$ cat src/result_bank_pkg.sv
package result_bank_pkg;

  // Register addresses
  localparam logic [7:0] ADDR_AMBIENT_CH2 = 8'h2B;
  localparam logic [7:0] ADDR_AMBIENT_CH1 = 8'h2D;
  localparam logic [7:0] ADDR_CH2_MINUS = 8'h2E;
  localparam logic [7:0] ADDR_CH1_MINUS = 8'h2F;
  localparam logic [7:0] ADDR_FAULT_FLAGS = 8'h30;

  // Widths
  localparam int DATA_W = 24;
  localparam int FLAG_W = 13;

  // Reset values
  localparam logic [23:0] SAMPLE_RST = 24'h000000;
  localparam logic [23:0] DIFF_RST = 24'h000000;
  localparam logic [12:0] FLAGS_RST = 13'h0000;
  localparam logic [23:0] READ_ZERO = 24'h000000;
  localparam logic [10:0] FLAG_PAD = 11'h000;

  // Fault flag layout, bit 12 down to bit 0
  typedef struct packed {
    logic photodiode_alarm;
    logic emitter_alarm;
    logic emitter_one_open;
    logic emitter_two_open;
    logic emitter_shorted;
    logic pos_output_to_ground;
    logic neg_output_to_ground;
    logic photodiode_open;
    logic photodiode_shorted;
    logic neg_input_to_ground;
    logic pos_input_to_ground;
    logic neg_input_to_emitter;
    logic pos_input_to_emitter;
  } fault_flags_s;

  // Converter result strobe with data
  typedef struct packed {
    logic valid;
    logic [23:0] data;
  } sample_s;

  // Register read port request
  typedef struct packed {
    logic rd;
    logic wr;
    logic [7:0] addr;
    logic [23:0] wdata;
  } reg_req_s;

endpackage : result_bank_pkg

$ cat src/result_bank.sv
`timescale 1ns/1ns
`default_nettype none

// One ambient path, used once per emitter channel
// Keeps the newest raw sample and the newest ambient sample
// Forms raw minus ambient when the ambient sample lands
// Raw must come before its ambient; the latest stored raw is used
// One copy per channel keeps the two channels identical
// The difference wraps at the sample width and keeps the
// native sign of the subtraction
module ambient_path #(
  parameter int W = result_bank_pkg::DATA_W // Sample width
) (
  input wire logic mclk, // Device clock
  input wire logic arst_n, // Async reset, active low
  input wire result_bank_pkg::sample_s raw_in, // Raw emitter sample
  input wire result_bank_pkg::sample_s amb_in, // Ambient sample
  output logic [W-1:0] amb_value, // Newest ambient value
  output logic [W-1:0] diff_value // Raw minus ambient
);
  import result_bank_pkg::*;

  // Everything this path remembers
  typedef struct packed {
    logic [W-1:0] raw; // Newest raw sample
    logic [W-1:0] amb; // Newest ambient sample
    logic [W-1:0] diff; // Ambient-corrected result
  } path_s;

  path_s path_ff; // Registered path state
  path_s nxt_path; // Next path state

  // Next-state logic for one channel
  // Both strobes may land together; the difference then
  // still uses the raw value held before that edge
  always_comb begin
    nxt_path = path_ff;
    // Raw sample kept only as the minuend
    if (raw_in.valid) begin
      nxt_path.raw = raw_in.data[W-1:0];
    end
    // Ambient arrival stores value and difference together
    if (amb_in.valid) begin
      nxt_path.amb = amb_in.data[W-1:0];
      // Plain modular subtraction; no sign flip applied
      nxt_path.diff = path_ff.raw - amb_in.data[W-1:0];
    end
    // Nothing else changes; values hold until replaced
  end

  // Path register, cleared by reset
  always_ff @(posedge mclk or negedge arst_n) begin
    if (!arst_n) begin
      // Stored samples and difference back to zero
      path_ff.raw <= SAMPLE_RST[W-1:0];
      path_ff.amb <= SAMPLE_RST[W-1:0];
      path_ff.diff <= DIFF_RST[W-1:0];
    end else begin
      // Load the whole path at once
      path_ff <= nxt_path;
    end
  end

  // Outputs straight from the path flops
  assign amb_value = path_ff.amb;
  assign diff_value = path_ff.diff;

endmodule : ambient_path

// Result bank top: register reads, pulses and fault capture
module result_bank (
  input wire logic mclk,
  input wire logic arst_n,
  input wire result_bank_pkg::reg_req_s req,
  output logic [23:0] rdata,
  output logic rvalid,
  input wire result_bank_pkg::sample_s ch1_sample,
  input wire result_bank_pkg::sample_s ch1_ambient,
  input wire result_bank_pkg::sample_s ch2_sample,
  input wire result_bank_pkg::sample_s ch2_ambient,
  input wire logic fault_flags_done_in,
  input wire result_bank_pkg::fault_flags_s fault_flags_result,
  output logic conv_ready,
  output logic fault_check_done,
  output logic photodiode_alarm,
  output logic emitter_alarm
);
  import result_bank_pkg::*;

  // Timing at a glance, one edge from strobe to result
  //   ambient strobe at edge n: value, difference and
  //     conversion-ready visible after edge n
  //   read request at edge n: read data and answer pulse
  //     visible after edge n
  //   diagnostic end at edge n: flags, alarm pins and done
  //     pulse visible after edge n
  // Limitation: nothing queues results; the host must read a
  // result before the next conversion overwrites it
  // Trade-off: the difference is formed on the ambient strobe,
  // so a raw sample must arrive before its ambient partner

  // Register map, all read-only
  //   2B  ambient sample, channel two
  //   2D  ambient sample, channel one
  //   2E  channel two minus its ambient
  //   2F  channel one minus its ambient
  //   30  fault flags in bits 12..0, upper bits zero
  // Any other address reads as zero; writes are dropped

  // Bank-level state; sample storage lives in the two paths
  typedef struct packed {
    fault_flags_s fault_flags; // Captured diagnostic word
    logic [23:0] rdata; // Read data register
    logic rvalid; // Read answer pulse
    logic conv_ready; // Conversion-ready pulse
    logic fault_check_done; // Diagnostic end pulse
  } state_s;

  state_s cur_ff; // Registered state
  state_s nxt_cur; // Next state

  // Values held by the two channel paths
  logic [23:0] amb_ch1; // Channel one ambient value
  logic [23:0] amb_ch2; // Channel two ambient value
  logic [23:0] diff_ch1; // Channel one corrected value
  logic [23:0] diff_ch2; // Channel two corrected value

  // Channel one path: ambient sample and corrected value
  // Feeds addresses 2D and 2F
  ambient_path #(
    .W(DATA_W)
  ) u_ch1_path (
    .mclk(mclk),
    .arst_n(arst_n),
    .raw_in(ch1_sample),
    .amb_in(ch1_ambient),
    .amb_value(amb_ch1),
    .diff_value(diff_ch1)
  );

  // Channel two path: same logic, second emitter
  // Feeds addresses 2B and 2E
  ambient_path #(
    .W(DATA_W)
  ) u_ch2_path (
    .mclk(mclk),
    .arst_n(arst_n),
    .raw_in(ch2_sample),
    .amb_in(ch2_ambient),
    .amb_value(amb_ch2),
    .diff_value(diff_ch2)
  );

  // Next-state logic for pulses, flags and read data
  always_comb begin
    nxt_cur = cur_ff;
    // Pulses last one cycle unless raised again below
    nxt_cur.conv_ready = 1'h0;
    nxt_cur.fault_check_done = 1'h0;
    nxt_cur.rvalid = 1'h0;

    // Conversion-ready on either ambient update
    // The path stores the value at the same edge, so a host that
    // reacts to the pulse always reads the new sample
    // Two strobes in one cycle give a single pulse
    if (ch1_ambient.valid) begin
      nxt_cur.conv_ready = 1'h1;
    end
    if (ch2_ambient.valid) begin
      nxt_cur.conv_ready = 1'h1;
    end

    // Diagnostic end: the whole flag word is loaded at one edge,
    // so a read never returns a mix of old and new flags
    // A flag reads 1 for a fault and 0 for none
    if (fault_flags_done_in) begin

      // Alarm flags, mirrored on their own pins
      // Bit 12, photodiode-side alarm
      nxt_cur.fault_flags.photodiode_alarm =
        fault_flags_result.photodiode_alarm;
      // Bit 11, emitter-side alarm
      nxt_cur.fault_flags.emitter_alarm =
        fault_flags_result.emitter_alarm;

      // Emitter open and short flags
      // Bit 10, first emitter open
      nxt_cur.fault_flags.emitter_one_open =
        fault_flags_result.emitter_one_open;
      // Bit 9, second emitter open
      nxt_cur.fault_flags.emitter_two_open =
        fault_flags_result.emitter_two_open;
      // Bit 8, emitter shorted
      nxt_cur.fault_flags.emitter_shorted =
        fault_flags_result.emitter_shorted;

      // Transmit output shorts to the ground cable
      // Bit 7, positive output
      nxt_cur.fault_flags.pos_output_to_ground =
        fault_flags_result.pos_output_to_ground;
      // Bit 6, negative output
      nxt_cur.fault_flags.neg_output_to_ground =
        fault_flags_result.neg_output_to_ground;

      // Photodiode flags
      // Bit 5, photodiode open
      nxt_cur.fault_flags.photodiode_open =
        fault_flags_result.photodiode_open;
      // Bit 4, photodiode shorted
      nxt_cur.fault_flags.photodiode_shorted =
        fault_flags_result.photodiode_shorted;

      // Receive input shorts
      // Bit 3, negative input to ground cable
      nxt_cur.fault_flags.neg_input_to_ground =
        fault_flags_result.neg_input_to_ground;
      // Bit 2, positive input to ground cable
      nxt_cur.fault_flags.pos_input_to_ground =
        fault_flags_result.pos_input_to_ground;
      // Bit 1, negative input to emitter cable
      nxt_cur.fault_flags.neg_input_to_emitter =
        fault_flags_result.neg_input_to_emitter;
      // Bit 0, positive input to emitter cable
      nxt_cur.fault_flags.pos_input_to_emitter =
        fault_flags_result.pos_input_to_emitter;

      // End-of-sequence pulse on its own pin
      nxt_cur.fault_check_done = 1'h1;
    end

    // Read decode; a write never reaches this path
    // Reads answer from flops only, so a read in the same cycle
    // as an update returns the old value
    if (req.rd) begin
      // Every read is answered one cycle later
      nxt_cur.rvalid = 1'h1;
      if (req.addr == ADDR_AMBIENT_CH1) begin
        // Ambient sample, channel one
        nxt_cur.rdata = amb_ch1;
      end else if (req.addr == ADDR_AMBIENT_CH2) begin
        // Ambient sample, channel two
        nxt_cur.rdata = amb_ch2;
      end else if (req.addr == ADDR_CH2_MINUS) begin
        // Channel two minus its ambient
        nxt_cur.rdata = diff_ch2;
      end else if (req.addr == ADDR_CH1_MINUS) begin
        // Channel one minus its ambient
        nxt_cur.rdata = diff_ch1;
      end else if (req.addr == ADDR_FAULT_FLAGS) begin
        // Fault word with zero padding on top
        nxt_cur.rdata = {FLAG_PAD, cur_ff.fault_flags};
      end else begin
        // Unmapped address reads as zero
        nxt_cur.rdata = READ_ZERO;
      end
    end
  end

  // State register; reset clears every flag and pulse
  always_ff @(posedge mclk or negedge arst_n) begin
    if (!arst_n) begin
      // Captured flags back to no fault
      cur_ff.fault_flags <= FLAGS_RST;
      // Read data register empty
      cur_ff.rdata <= READ_ZERO;
      // All pulses low
      cur_ff.rvalid <= 1'h0;
      cur_ff.conv_ready <= 1'h0;
      cur_ff.fault_check_done <= 1'h0;
    end else begin
      // Load the whole state at once
      cur_ff <= nxt_cur;
    end
  end

  // Outputs straight from flops
  // No logic between the flops and the pins
  assign rdata = cur_ff.rdata;
  assign rvalid = cur_ff.rvalid;
  assign conv_ready = cur_ff.conv_ready;
  assign fault_check_done = cur_ff.fault_check_done;
  // Alarm pins follow the captured flag bits
  assign photodiode_alarm = cur_ff.fault_flags.photodiode_alarm;
  assign emitter_alarm = cur_ff.fault_flags.emitter_alarm;

endmodule : result_bank
`default_nettype wire

$ cat config.mk
export PLATFORM = sky130hd
export DESIGN_NAME = result_bank
export DESIGN_NICKNAME = d
export VERILOG_FILES = /design/src/result_bank_pkg.sv /design/src/result_bank.sv
export SDC_FILE = /design/constraint.sdc
export NUM_CORES = 1
export LEC_CHECK = 0
export BUFFER_PORTS_ARGS = -buffer_cell sky130_fd_sc_hd__buf_4
export CAP_MARGIN = 20
export CORE_ASPECT_RATIO = 0.75
export CORE_MARGIN = 10
export CORE_UTILIZATION = 51
export DETAILED_ROUTE_END_ITERATION = 8
export GPL_ROUTABILITY_DRIVEN = 1
export PLACE_DENSITY = 0.77
export SLEW_MARGIN = 20
export SYNTH_ARGS = -nofsm -noshare
export SYNTH_HDL_FRONTEND = slang
export SYNTH_SLANG_ARGS = --single-unit
$ cat constraint.sdc
create_clock -name mclk -period 2.1 [get_ports mclk]
set_clock_uncertainty 0.05 [all_clocks]
set_input_delay 0.42 -clock mclk [delete_from_list [all_inputs] [get_ports mclk]]
set_output_delay 0.42 -clock mclk [all_outputs]
set_load 0.02 [all_outputs]
==> impl_metrics.csv <==
group,metric,value,unit
logic_synthesis,avgSynthCellArea,10.4,um2
placed_design,hpwl,22.5,mm
global_route,antenna_found_initial,1,
route,top_layer_used,"met4",
layout,fin_cells,1568,
critical_path,cp_slowest_cell,"a32oi_2",
critical_path,cp.arrival,2.52,ns
timing,hold_violations,0,
status,status,"finished, violations left",
power_and_ir_drop,peakVddDrop,0.566,mV
clock_network,cts_buffers,17,
power_and_ir_drop,p_leak,6.59,nW
timing,worstMarginPinSlew,0.568,ns
layout,areaGrowthSynthToFinish,37.7,%
critical_path,critPathKind,"reg2reg",
timing,setup_tns,-2.62,ns
route,drt_iter0_markers,609,
timing,setup_violations,28,
job,drv_cap,0,
global_route,grt_pass1_vias,9088,
route,via_per_inst,5.60,
clock_network,clockRootBuffer,"clkbuf_16",
critical_path,critPathLaunchType,"flop",
logic_synthesis,synth-main-ff-cell,"dfrtp_1",
timing,period_share,107,%
floorplan,start_util,52.6,%
timing,hold_ws,0.114,ns
floorplan,die_area,0.0264,mm2
route,first_pass_iters,5,
power_and_ir_drop,power,11.0,mW
logic_synthesis,netlist_area,0.0103,mm2
logic_synthesis,synth_area_leaders,"dfrtp_1, mux2_2, ha_1, a21oi_1, nand2_1",
route,drc,0,
placed_design,gp_congestion,0.900,
clock_network,clk_latency,0.45,ns
route,postRouteAntennaNets,0,
logic_synthesis,synth_enable_flop_cells,0,
critical_path,cp_cell_sequence,"ha_1, nor2b_4, o2111ai_4, a32oi_2, a31oi_4, o211ai_1, or3b_1",
critical_path,required,2.37,ns
logic_synthesis,postSynthCellCount,994,
critical_path,crit_family,"compound AO/OA/AOI/OAI gates",
layout,final_cell_mix,"buf_4, dfrtp_1, mux2_2",
placed_design,numPortBuffers,153,
logic_synthesis,ys_ff_latch,184,
layout,drive_gt1_share,45.4,%
global_route,grt_first_pass_wirelength,47.2,mm
power_and_ir_drop,power_density,774,mW/mm2
layout,final_common_cell,"buf_4",
layout,fillCellCount,1386,
hold_path,hold_class,"in2reg",
placed_design,preCtsSetupSlack,-0.403,ns
placed_design,numPlacedInstances,1511,
timing,slew_violations,0,
layout,layout.nets,1499,
timing,fin_crit,2.25,ns
logic_synthesis,ys_types,71,
timing,rsz0062_at_grt,"yes",
floorplan,core,0.0197,mm2
floorplan,die_x,184,um
critical_path,cp_slowest_stage_delay,0.40,ns
global_route,grt-ovfl-total,0,
layout,fin_util,72.4,%
route,totalWireLength,30.1,mm
route,wl_met3,2.29,mm
clock_network,h-tree-depth,4,
logic_synthesis,yosysTopAreaCell,"dfrtp_1",
global_route,grtUsageTotal,22.6,%
route,wire_per_inst,19.2,um
critical_path,path_buf_inv,0,
layout,post-route-cell-area,0.0142,mm2
route,vias,8773,
logic_synthesis,synth_top_area_share,44.6,%
route,wl_met2,13.9,mm
status,violations,"setup timing",
logic_synthesis,yosys_warnings,0,
timing,fmax,445,MHz
critical_path,cp-end-kind,"flop",
timing,relSlewSlack,62.2,%
floorplan,die_height,143,um
clock_network,clk_pin_slew,0.09,ns
floorplan,boundaryPins,179,
clock_network,cts_sinks,184,
timing,finalWorstSetupSlack,-0.149,ns
global_route,grt_max_degree,55,
clock_network,clk_path_buf_depth,2,
logic_synthesis,synth_nets,1192,
route,wl_met1,13.2,mm
clock_network,cts_tree,"yes",
logic_synthesis,async_flop_share,100,%
critical_path,worstPathMaxFanout,3,
placed_design,place_area,0.0131,mm2
floorplan,num_rows,44,
logic_synthesis,ys_seq_area_share,44.6,%
-- timing repair --
action	4_1_cts	5_1_grt
setup endpoints to repair	30	34
endpoints found under the hold margin	47	0
hold buffers	1	0
gates resized for setup	42	28
buffers inserted	14	10
pin swaps	31	26
-- worst reg2reg max path: stages, from the launching register on --
cell       delay [ns]
dfrtp_1          0.39
ha_1             0.28
nor2b_4          0.17
o2111ai_4        0.17
a32oi_2          0.40
a31oi_4          0.15
o211ai_1         0.16
or3b_1           0.35
-- kinds of logic after synthesis --
logic type / after synthesis / synth area share (%)
AOI/OAI and AO/OA: 232 / 15.3
xor gates and xnor gates: 25 / 2.12
adders and majority gates: 48 / 5.96
buffers and inverters: 129 / 5.69
DFF: 184 / 44.6
muxes: 151 / 16.3
and+or+nand+nor: 225 / 10.0
-- worst paths after layout --
kind | from | endpoint | slack, ns | cells after the start
setup / recovery | u_ch1_path.path_ff[49] | u_ch1_path.diff_value[23] | -0.15 | 7
hold / removal | ch1_sample[0] | u_ch1_path.path_ff[48] | 0.11 | 3
setup reg to reg | u_ch1_path.path_ff[49] | u_ch1_path.diff_value[23] | -0.15 | 7
hold reg to reg | u_ch1_path.diff_value[6] | u_ch1_path.diff_value[6] | 0.44 | 1
max in group asynchronous | arst_n | u_ch1_path.diff_value[8] | 0.88 | 3
min in group asynchronous | arst_n | u_ch2_path.path_ff[67] | 0.44 | 2
-- registers in the layout (all words and copies together), names as in the netlist, 11 cells and up --
signal,cells
cur_ff,11
u_ch1_path.path_ff,24
u_ch2_path.path_ff,24
u_ch1_path.amb_value,24
u_ch1_path.diff_value,24
u_ch2_path.amb_value,24
rdata,24
u_ch2_path.diff_value,24
-- layout make-up --
type / count / area, um2 / share of cell area [%]
multi-input cells: 681 / 5650 / 39.8
repair buffers: 353 / 2790 / 19.6
diodes: 1 / 2.50 / 0.0176
well taps: 253 / 317 / 2.23
flip-flops and latches: 184 / 4600 / 32.4
inverters: 64 / 248 / 1.74
clock buffers: 17 / 425 / 2.99
clock inverters: 15 / 185 / 1.30
-- metal layers --
metal	track usage [%]	vias up
li1	-	4165
met1	29.0	4258
met2	35.9	303
met3	6.51	47
met4	7.18	0
met5	0	-
-- report_power, final --
part	internal, mW	total, mW	switching (mW)
combinational	1.77	3.26	1.49
clock	1.72	3.32	1.61
sequential	4.05	4.43	0.373
-- cell usage after synthesis (all sizes together) (3+ instances only) --
cell type and number:
buf 39, nor3 6, inv 63, a31oi 10, and3 6, xor2 8, ha 46, o21bai 5
clkbuf 26, nand4 7, dfrtp 184, a21o 14, o31ai 4, o21a 10, nand2 75, nand2b 8
a31o 3, a211oi 7, o31a 3, xnor2 17, mux2i 17, o2111ai 6, mux2 134, a221oi 24
o311ai 3, o21ai 40, and2 5, nand3 18, a21oi 70, a22oi 10, nor2 74, o211ai 6
nor2b 11
No activity file was read; power rests on OpenSTA's default activity.
